`config.mk`:
```
export PLATFORM = sky130hd
export DESIGN_NAME = cca_bus_adapter
export DESIGN_NICKNAME = d
export VERILOG_FILES = /design/src/cca_pkg.sv /design/src/cca_bus_adapter.sv
export SDC_FILE = /design/constraint.sdc
export NUM_CORES = 1
export LEC_CHECK = 0
export ABC_AREA = 1
export BUFFER_PORTS_ARGS = -buffer_cell sky130_fd_sc_hd__clkbuf_2
export CORE_MARGIN = 4
export CORE_UTILIZATION = 40
export DETAILED_ROUTE_END_ITERATION = 8
export MAX_ROUTING_LAYER = met4
export PLACE_DENSITY_LB_ADDON = 0.08
export SLEW_MARGIN = 0
export SYNTH_ARGS = -nofsm -noshare
export SYNTH_HDL_FRONTEND = slang
export SYNTH_SLANG_ARGS = --single-unit
```
`constraint.sdc`:
```
create_clock -name clk -period 1.7 [get_ports clk]
set_input_delay 0.17 -clock clk [delete_from_list [all_inputs] [get_ports clk]]
set_output_delay 0.17 -clock clk [all_outputs]
set_load 0.01 [all_outputs]
```
`src/cca_pkg.sv`:
```
package cca_pkg;

    // width of the cipher register address and of the data slice handled here
    localparam int ADDR_W = 2;

    // system clock figures
    localparam int SYS_CLK_HZ = 20_000_000;
    localparam int CLK_PERIOD_NS = 50;

    // minimum cipher clock high or low time and its cycle count
    localparam int CIPHER_HALF_MIN_NS = 115;
    localparam int CIPHER_HALF_MIN_CYC_RAW = (CIPHER_HALF_MIN_NS + CLK_PERIOD_NS - 1) / CLK_PERIOD_NS;
    localparam int CIPHER_HALF_MIN_CYC = (CIPHER_HALF_MIN_CYC_RAW < 1) ? 1 : CIPHER_HALF_MIN_CYC_RAW;

    // down counter layout and load value
    localparam int CNT_W = 3;
    localparam int CNT_LOW = 0;
    localparam int CNT_MID = 1;
    localparam int CNT_HIGH = 2;
    localparam logic [2:0] CNT_INIT = 3'h7;
    localparam logic [2:0] CNT_TERM = 3'h0;
    localparam logic [2:0] CNT_RESET = 3'h0;

    // length of the strobe hold-off pulse in system clocks
    localparam logic [1:0] HOLD_OFF_CYC = 2'h1;

    // wait-state policy: address of the control registers has this bit set
    localparam int CTRL_ADDR_BIT = 0;

    // processor bus control inputs
    typedef struct packed {
        logic addr_latch_enable;
        logic io_read_strobe;
        logic io_write_strobe;
        logic chip_select_raw;
    } cca_bus_ctl_t;

    // direction of the multiplexer
    typedef enum logic [1:0] {
        CCA_DIR_ADDR = 2'b00,
        CCA_DIR_READ = 2'b01,
        CCA_DIR_WRITE = 2'b11
    } cca_dir_t;

endpackage

```
`src/cca_bus_adapter.sv`:
```
`timescale 1ns/1ps

////////////////////////////////////////////////////////////////////////////////
// Contract
// - address drives mux lines during latch enable
// - read with held select: mux to cpu
// - write with held select: cpu to mux
// - no transfer: latched address held on mux
// - divide clock to cipher rate, strobe synced
// - registered outputs change before strobes end
// - counter reloads on latch with raw select
// - three bits form a down counter
// - ready is inverted counter msb and held select
// - cipher clock half period two cycles, one cycle for the first low phase when a wait state is skipped
// - mid bit next-value equation
// - low bit toggles, realigned at latch
// - mid bit is low divided by two
// - high bit is mid divided by two
// - hold-off pulse one clock when selected
// - fewer wait states except control reads
// - held select captured at latch enable
module cca_bus_adapter (
    // clock and reset
    input wire logic clk,
    input wire logic reset_n,
    // processor bus control
    input wire cca_pkg::cca_bus_ctl_t bus_ctl,
    input wire logic [1:0] reg_addr,
    // processor data pins, split into in, out and enable
    input wire logic [1:0] cpu_data_in,
    output logic [1:0] cpu_data_out,
    output logic cpu_data_oe,
    // cipher multiplexed pins, split into in, out and enable
    input wire logic [1:0] mux_line_in,
    output logic [1:0] mux_line_out,
    output logic mux_line_oe,
    // cipher control
    output logic master_port_select,
    output logic cipher_clock,
    output logic chip_select_held,
    output logic count_msb,
    output logic sync_ready_out,
    output logic strobe_hold_off
);

    ////////////////////////////////////////////////////////////////////////////
    // decoded bus conditions; all are plain levels sampled on the rising edge
    wire logic ale = bus_ctl.addr_latch_enable;
    wire logic cs_raw = bus_ctl.chip_select_raw;
    wire logic rd_strobe = bus_ctl.io_read_strobe;
    wire logic wr_strobe = bus_ctl.io_write_strobe;

    // a latch pulse together with the raw select reloads the counter
    wire logic load_cnt = ale && cs_raw;

    // strobes only count once the held select qualifies them; an unselected
    // cycle therefore never turns the lines around
    wire logic rd_q = rd_strobe && chip_select_held;
    wire logic wr_q = wr_strobe && chip_select_held;

    ////////////////////////////////////////////////////////////////////////////
    // internal state
    logic ale_d;
    logic [2:0] cnt;
    logic [1:0] addr_hold;
    logic ctrl_read;
    logic [1:0] hold_cnt;

    // latch enable history; the rising edge closes the previous cycle's held
    // select, so the select stays valid right up to the next latch pulse
    wire logic ale_rise = ale && !ale_d;

    // a control register read is the only access that keeps the full wait
    wire logic ctrl_rd_now = ctrl_read && rd_strobe;

    ////////////////////////////////////////////////////////////////////////////
    // helper functions

    // counter next value; mid bit follows the sum-of-products form, the low bit is a plain
    // toggle and the high bit toggles when low and mid are both zero, so all three read as a down counter
    function automatic logic [2:0] cca_next_count(input logic [2:0] c);
        logic [2:0] n;
        n = c;
        n[cca_pkg::CNT_LOW] = !c[cca_pkg::CNT_LOW];
        n[cca_pkg::CNT_MID] = (c[cca_pkg::CNT_LOW] && c[cca_pkg::CNT_MID])
                             || (!c[cca_pkg::CNT_LOW] && !c[cca_pkg::CNT_MID]);
        n[cca_pkg::CNT_HIGH] = c[cca_pkg::CNT_HIGH]
                              ^ (!c[cca_pkg::CNT_LOW] && !c[cca_pkg::CNT_MID]);
        return n;
    endfunction

    // multiplexer direction; a write wins over a read so that overlapping
    // strobes never leave both sides driving the lines at once
    function automatic cca_pkg::cca_dir_t cca_dir_decode(input logic rd, input logic wr);
        cca_pkg::cca_dir_t d;
        d = cca_pkg::CCA_DIR_ADDR;
        if (wr) begin
            d = cca_pkg::CCA_DIR_WRITE;
        end else if (rd) begin
            d = cca_pkg::CCA_DIR_READ;
        end
        return d;
    endfunction

    // value for the cipher lines: write data, the live address during the
    // latch pulse, or the held address for hold time after it
    function automatic logic [1:0] cca_mux_select(input cca_pkg::cca_dir_t d,
                                                  input logic latch,
                                                  input logic [1:0] wdata,
                                                  input logic [1:0] live,
                                                  input logic [1:0] held);
        logic [1:0] v;
        v = held;
        if (d == cca_pkg::CCA_DIR_WRITE) begin
            v = wdata;
        end else if (latch) begin
            v = live;
        end
        return v;
    endfunction

    ////////////////////////////////////////////////////////////////////////////
    // counter next value

    // at terminal count the counter parks so ready stays up for the rest of
    // the cycle; only a selected latch pulse can restart it
    wire logic at_term = (cnt == cca_pkg::CNT_TERM);

    // one and two steps ahead; the second is used to drop a wait state
    wire logic [2:0] step1 = cca_next_count(cnt);
    wire logic [2:0] step2 = cca_next_count(step1);

    // the skip is taken on the first step after the load, while the high bit
    // is still set, so ready rises one clock earlier; a control read keeps the
    // full count because the cipher side needs the longer strobe there
    wire logic at_init = (cnt == cca_pkg::CNT_INIT);
    wire logic skip_ws = at_init && !ctrl_rd_now;

    // load wins over parking and counting
    wire logic [2:0] next_cnt = load_cnt ? cca_pkg::CNT_INIT
                              : at_term ? cnt
                              : (skip_ws ? step2 : step1);

    ////////////////////////////////////////////////////////////////////////////
    // multiplexer direction and drive values
    wire cca_pkg::cca_dir_t dir = cca_dir_decode(rd_q, wr_q);
    wire logic dir_is_read = (dir == cca_pkg::CCA_DIR_READ);

    // address during latch, write data on a write, held address otherwise
    wire logic [1:0] next_mux_out = cca_mux_select(dir, ale, cpu_data_in, reg_addr,
                                                   addr_hold);

    // the lines are released only while the cipher side answers a read
    wire logic next_mux_oe = !dir_is_read;
    wire logic next_cpu_oe = dir_is_read;

    // hold-off stays up for the configured number of clocks after the load
    wire logic hold_running = (hold_cnt != 2'h0) && (hold_cnt < cca_pkg::HOLD_OFF_CYC);
    wire logic next_hold_off = load_cnt || hold_running;

    // the hold-off counter runs from the load and stops by wrapping to zero
    wire logic [2:0] hold_sum = {1'b0, hold_cnt} + 3'h1;
    wire logic [1:0] next_hold_cnt = load_cnt ? 2'h1
                                   : (hold_cnt != 2'h0) ? hold_sum[1:0] : 2'h0;

    // counter-derived outputs; the cipher clock is the inverted mid bit
    wire logic next_cipher_clock = !next_cnt[cca_pkg::CNT_MID];
    wire logic next_count_msb = !next_cnt[cca_pkg::CNT_HIGH];

    // ready gated with held select; the far end samples it on the falling
    // edge, half a clock after this flop changes, which keeps setup and hold
    wire logic next_ready = next_count_msb && chip_select_held;

    ////////////////////////////////////////////////////////////////////////////
    // registers

    // latch enable history for the rising edge detector
    always_ff @(posedge clk or negedge reset_n) begin
        if (!reset_n) begin
            ale_d <= 1'b0;
        end else begin
            ale_d <= ale;
        end
    end

    // held chip select, captured at each latch pulse for the whole cycle
    always_ff @(posedge clk or negedge reset_n) begin
        if (!reset_n) begin
            chip_select_held <= 1'b0;
        end else if (ale_rise) begin
            chip_select_held <= cs_raw;
        end
    end

    // register class of the access, taken with the held select
    always_ff @(posedge clk or negedge reset_n) begin
        if (!reset_n) begin
            ctrl_read <= 1'b0;
        end else if (ale_rise) begin
            ctrl_read <= reg_addr[cca_pkg::CTRL_ADDR_BIT];
        end
    end

    // latched address so it stays on the lines after latch enable falls
    always_ff @(posedge clk or negedge reset_n) begin
        if (!reset_n) begin
            addr_hold <= 2'h0;
        end else if (ale) begin
            addr_hold <= reg_addr;
        end
    end

    // state counter, rising edge; output changes one edge before strobe ends
    always_ff @(posedge clk or negedge reset_n) begin
        if (!reset_n) begin
            cnt <= cca_pkg::CNT_RESET;
        end else begin
            cnt <= next_cnt;
        end
    end

    // hold-off length counter
    always_ff @(posedge clk or negedge reset_n) begin
        if (!reset_n) begin
            hold_cnt <= 2'h0;
        end else begin
            hold_cnt <= next_hold_cnt;
        end
    end

    // strobe hold-off pulse, one clock per selected latch; a latch enable that
    // stays high for two clocks does not stretch it
    always_ff @(posedge clk or negedge reset_n) begin
        if (!reset_n) begin
            strobe_hold_off <= 1'b0;
        end else begin
            strobe_hold_off <= next_hold_off && !ale_d;
        end
    end

    // cipher line drive value
    always_ff @(posedge clk or negedge reset_n) begin
        if (!reset_n) begin
            mux_line_out <= 2'h0;
        end else begin
            mux_line_out <= next_mux_out;
        end
    end

    // cipher line enable; reset loads it low, after that low only while a qualified read is under way
    always_ff @(posedge clk or negedge reset_n) begin
        if (!reset_n) begin
            mux_line_oe <= 1'b0;
        end else begin
            mux_line_oe <= next_mux_oe;
        end
    end

    // read data passes through one flop, so it lags the lines by one clock
    always_ff @(posedge clk or negedge reset_n) begin
        if (!reset_n) begin
            cpu_data_out <= 2'h0;
        end else begin
            cpu_data_out <= mux_line_in;
        end
    end

    // processor data enable
    always_ff @(posedge clk or negedge reset_n) begin
        if (!reset_n) begin
            cpu_data_oe <= 1'b0;
        end else begin
            cpu_data_oe <= next_cpu_oe;
        end
    end

    // cipher port select follows the raw decoder, never the held copy
    always_ff @(posedge clk or negedge reset_n) begin
        if (!reset_n) begin
            master_port_select <= 1'b0;
        end else begin
            master_port_select <= cs_raw;
        end
    end

    // cipher clock
    always_ff @(posedge clk or negedge reset_n) begin
        if (!reset_n) begin
            cipher_clock <= 1'b0;
        end else begin
            cipher_clock <= next_cipher_clock;
        end
    end

    // inverted counter msb, offered for external ready gating
    always_ff @(posedge clk or negedge reset_n) begin
        if (!reset_n) begin
            count_msb <= 1'b0;
        end else begin
            count_msb <= next_count_msb;
        end
    end

    // synchronous ready
    always_ff @(posedge clk or negedge reset_n) begin
        if (!reset_n) begin
            sync_ready_out <= 1'b0;
        end else begin
            sync_ready_out <= next_ready;
        end
    end

endmodule // cca_bus_adapter

```
======== Word level (Yosys, flattened, before mapping) ========
Cells that the tools add are included.
storage, ports and cells
  register bits ........................... 21
  bits of input ports ..................... 12
  output and inout bits ................... 12
  word-level logic and storage cells ...... 61
operators by class
  $add $sub $neg .......................... 1
  $lt $le $gt $ge ......................... 1
  equality and inequality tests ........... 5
  mux-type cells .......................... 9
  bitwise logic cells ..................... 2
  reductions and logical operators ........ 27
operators by type and width
  cell                                                                   number
  1-bit logical AND                                                      13
  2-bit 2-to-1 mux                                                       5
  3-bit 2-to-1 mux                                                       3
  1-bit zero test                                                        8
  2-bit inequality test (second input constant)                          2
  3-bit == test (second input constant)                                  1
  3-bit zero test                                                        1
  1-bit logical OR                                                       3
  2-bit by 1-bit adder with 2-bit output (second input constant)         1
  2-bit by 1-bit == test with 1-bit output (second input constant)       1
  2-bit == test (second input constant)                                  1
  2-bit by 1-bit < comparator with 1-bit output (second input constant)  1
  2-bit AND reduction                                                    1
  2-bit nonzero test                                                     1
  1-bit bitwise XOR                                                      2
  1-bit 2-to-1 mux                                                       1

======== Depth between registers and ports, before layout ========
  word-level depth ........................ 11
  depth in mapped cells ................... 11
  depth with buffers taken out ............ 11

======== Worst setup path after synthesis ========
OpenSTA, ideal clock, no wires.
  path type ............................... reg-to-reg
  from .................................... register cnt[0]
  to ...................................... register sync_ready_out
  library setup time ...................... 116 ps
  data arrival time ....................... 1307 ps
  data required time ...................... 1584 ps
  slack ................................... 277 ps
  stages on the path, launching flop included .. 12
  path buffers ............................ 0
  period minus slack after synthesis ...... 1423 ps
  cell sequence ........................... dfrtp_1 > inv_1 > ha_1 > ha_1 > inv_1 > nand2_1 > nand2_1 > nand2_1 > nand2_1 > nand2_1 > nand2_2 > nor2_1
between the ends
  longest elaborated chain between the ends .. 11
  elaborated cells on any way between the ends .. 16
  those cells by class .................... 1 x eq/ne; 3 x mux; 2 x bitwise; 10 x reduce/logical
RTL lines
  what                    line                                          source
  start, declared         cca_bus_adapter.sv:64                         logic [2:0] cnt;
  start signal, assigned  cca_bus_adapter.sv:216                        cnt <= cca_pkg::CNT_RESET;
  start signal, assigned  cca_bus_adapter.sv:218                        cnt <= next_cnt;
  1-bit zero test         cca_bus_adapter.sv:86, cca_bus_adapter.sv:88
  1-bit logical AND       cca_bus_adapter.sv:86, cca_bus_adapter.sv:88
  1-bit logical OR        cca_bus_adapter.sv:86                         || (!c[cca_pkg::CNT_LOW] && !c[cca_pkg::CNT_MID]);
  1-bit zero test         cca_bus_adapter.sv:88                         ^ (!c[cca_pkg::CNT_LOW] && !c[cca_pkg::CNT_MID]);
  1-bit logical AND       cca_bus_adapter.sv:88
  1-bit bitwise XOR       cca_bus_adapter.sv:88
  3-bit 2-to-1 mux        cca_bus_adapter.sv:142                        : (skip_ws ? step2 : step1);
  3-bit 2-to-1 mux *      cca_bus_adapter.sv:141                        : at_term ? cnt
  3-bit 2-to-1 mux *      cca_bus_adapter.sv:140                        wire logic [2:0] next_cnt = load_cnt ? cca_pkg::CNT_INIT
  named net next_cnt[2]   cca_bus_adapter.sv:140
  1-bit zero test *       cca_bus_adapter.sv:168                        wire logic next_count_msb = !next_cnt[cca_pkg::CNT_HIGH];
  1-bit logical AND *     cca_bus_adapter.sv:172                        wire logic next_ready = next_count_msb && chip_select_held;
  named net next_ready    cca_bus_adapter.sv:172
  end signal, assigned    cca_bus_adapter.sv:309                        sync_ready_out <= next_ready;
  end, declared           cca_bus_adapter.sv:42                         output logic sync_ready_out,
Mark *: on every way through the listed nets, which the timed path passes. The rest lies on a longest branch. The select of a mux whose other input is x is not followed.
A chain may end at the register's enable or synchronous reset.

======== Final worst setup path ========
Same ends and word-level chain as after synthesis.

==> flow_summary.ini <==
[route]
drcViolationCount = 0
wl_per_cell_um = 9.903
vias_per_cell = 4.373
drt-total-wl_um = 1327
dr.pass1.iters = 4
drt_iter0_drc = 6
ant_nets = 0
vias = 586

[synthesis]
post_synth_fa_ha_maj_area_fraction_pct = 6.441
synthTopCellsByArea = dfrtp_1 61%, nand2_1 8.7%, inv_1 6.8%
synth_common_cells = 19 x dfrtp_1, 18 x nand2_1, 14 x inv_1
ys_types = 18
synth_fp_nets = 94
synth_most_common_cell = dfrtp_1
synthMuxAreaShare_pct = 1.449
ys.flop_type = dfrtp_1
synth_top_area_share_pct = 61.19
yosys_warnings = 0
syn-mean-instance-area_um2 = 9.961
synth_seq_cells = 19
synthXorXnorAreaFrac_pct = 1.127
synth_edf_count = 0
synth-async-reset-ratio_pct = 100.0
syn_inst = 78
ys_seq_area_share_pct = 61.19
synth_simple_gate_area_share_pct = 15.94
yosysTopAreaCell = dfrtp_1
synth_top_family_by_area = simple AND/OR/NAND/NOR gates
synth_area_um2 = 777.0
synth_compound_area_share_pct = 6.602

[power_and_ir_drop]
sequentialPowerShare_pct = 44.9
p_leak_nw = 0.5598
power_mw = 1.344
switching_share_pct = 36.19
power.switching_mw = 0.4863
pwr-share-comb_pct = 39.6
ir_worst_vdd_mv = 0.8730
power.density_mw_per_mm2 = 1358
power.internal_mw = 0.8573
clockPowerShare_pct = 15.4

[global_routing]
grt_pass1_wl_um = 2173
grt_max_degree = 20
grt_overflow = 0
grt_pass1_vias = 527
antenna_found_initial = 0
groute.usage.overall_pct = 11.67

[cells_and_area]
layout-drive-gt1-share_pct = 29.36
instances_no_fill = 134
diodes = 0
fillers = 173
final_nets = 126
utilization_pct = 55.51
area_growth_pct = 27.38

[setup_path]
slowest_stage = dfrtp_1
start_kind = register
path_cells = inv_1, ha_1, ha_1, inv_1, nand2_1, nand2_1, nand2_1, nand2_1, nand2_1, nand2_2, nor2_1
r2r-start = cnt[0]$_DFFE_PN0P_
cp_slowest_stage_delay_ps = 430
worstPathRequired_ps = 1880
path_max_fanout = 5
end_kind = register
crit_type = register to register
cp.arrival_ps = 1730
crit_path_start = cnt[0]$_DFFE_PN0P_
crit_path_frequent_cell = nand2_1
reg2regPathDepth = 11

[sta]
fin_skew_ps = 4.354
fin_crit_sh_pct = 91.29
hold_viol = 0
tightest_slew_ps = 438.1
period_needed_ps = 1552
slew_headroom_pct = 70.79
fmax_mhz = 644.3
fin_setup_tns_ps = 0
slew_viol_final = 0
rsz0062_at_grt = false
holdWs_ps = 42.26
setup_viol = 0

[cts]
tritoncts = yes
clk_latency_ps = 280
cts_max_level = 1
clock_path_buffers = 2
clock_sinks = 19
numCtsBuffers = 3
clk_pin_slew_ps = 90
root_buffer = clkbuf_4

[run]
drv_cap = 0

[status]
status = finished clean

[place]
routabilityCongestion = 0.7620
dp_cells = 126
io_buffers = 23
dp_hpwl_um = 1037

[die]
num_io_pins = 24
die_x_um = 52.08
dieArea_mm2 = 0.002712
fp.coreArea_mm2 = 0.001783
start_util_pct = 43.58
die_h_um = 52.08
rows = 15

[hold_path]
hold_start = bus_ctl[3]
hold_depth = 1
hold_path.class = input port to register
[state kept, by name, summed over array words and instances (netlist names)]
| register | flops |
|---|---|
| mux_line_out | 2 |
| strobe_hold_off | 1 |
| chip_select_held | 1 |
| mux_line_oe | 1 |
| count_msb | 1 |
| addr_hold | 2 |
| master_port_select | 1 |
| cnt | 3 |
| sync_ready_out | 1 |
| cipher_clock | 1 |
| cpu_data_out | 2 |
| ctrl_read | 1 |
| ale_d | 1 |
| cpu_data_oe | 1 |
[cells by family after synthesis]
kind of cell	count (synthesis)
flops	19
mux	1
fa+ha+maj	4
buf+inv	15
xor+xnor	1
simple gates	29
compound gates	9
[cell usage in the layout (no fill, tap or decap)]
master	Yosys	layout
inv_1	14	14
dlygate4sd3_1	0	4
nand2_1	18	18
nand2_2	1	1
inv_2	1	1
o21ai_2	1	1
nand3_1	3	3
xor2_1	1	1
a31oi_1	1	1
nand3_2	1	1
clkbuf_1	0	1
dfrtp_1	19	19
a21oi_1	2	2
nor2_1	5	5
mux2_2	1	1
clkbuf_2	0	23
o21ai_0	3	3
nor2_2	1	1
ha_1	4	4
o22ai_1	1	1
clkbuf_4	0	3
o21ai_1	1	1
[critical path, delay by kind of cell, from the launching register on]
kind          cells  cell delay (ps)
simple gates      7              360
fa+ha+maj         2              490
buf+inv           2              160
flops             1              430
[worst paths after layout]
path	endpoint	slack, ps
worst max-delay path	sync_ready_out$_DFF_PN0_	150
max in group asynchronous	ctrl_read$_DFFE_PN0P_	1040
worst max register to register	sync_ready_out$_DFF_PN0_	150
min in group asynchronous	ale_d$_DFF_PN0_	360
worst min-delay path	ale_d$_DFF_PN0_	40
worst min register to register	strobe_hold_off$_DFF_PN0_	470
[through the flow]
step	area, µm²	worst slack (ps)
6_report	989.7	148.0
5_1_grt	989.7	33.46
4_1_cts	989.7	132.0
3_5_place_dp	923.4	157.6
3_3_place_gp	923.4	217.5
2_1_floorplan	777.0	277.2
[power groups by stage]
stage          Sequential [mW]  Combinational (mW)  Clock, mW
2_1_floorplan            0.630               0.362          0
3_3_place_gp             0.607               0.516          0
3_5_place_dp             0.613               0.529          0
4_1_cts                  0.604               0.539      0.222
5_1_grt                  0.613               0.613      0.245
6_report                 0.604               0.533      0.207
[per-layer routing]
layer  GRT usage [%]  vias to the layer above  wire length [µm]
met5               -                        -                 0
met4           3.930                        0                13
li1                -                      304                 -
met3           6.017                        2               104
met2           16.74                       19               629
met1           14.10                      261               580
[timing repair]
action | CTS | global route
setup buffers | 0 | 0
hold buffers | 4 | 0
hold endpoints to repair | 22 | 0
gates resized for setup | 0 | 0
[area by class of cell]
type | count | area [µm²] | share of cell area (%)
clock buffer | 4 | 26.28 | 2.655
tap | 25 | 31.28 | 3.161
timing repair buffer | 27 | 155.1 | 15.68
sequential | 19 | 475.5 | 48.04
multi-input combinational | 44 | 245.2 | 24.78
inverter | 15 | 56.30 | 5.689
Note: power is estimated with default switching activity, not from simulation.
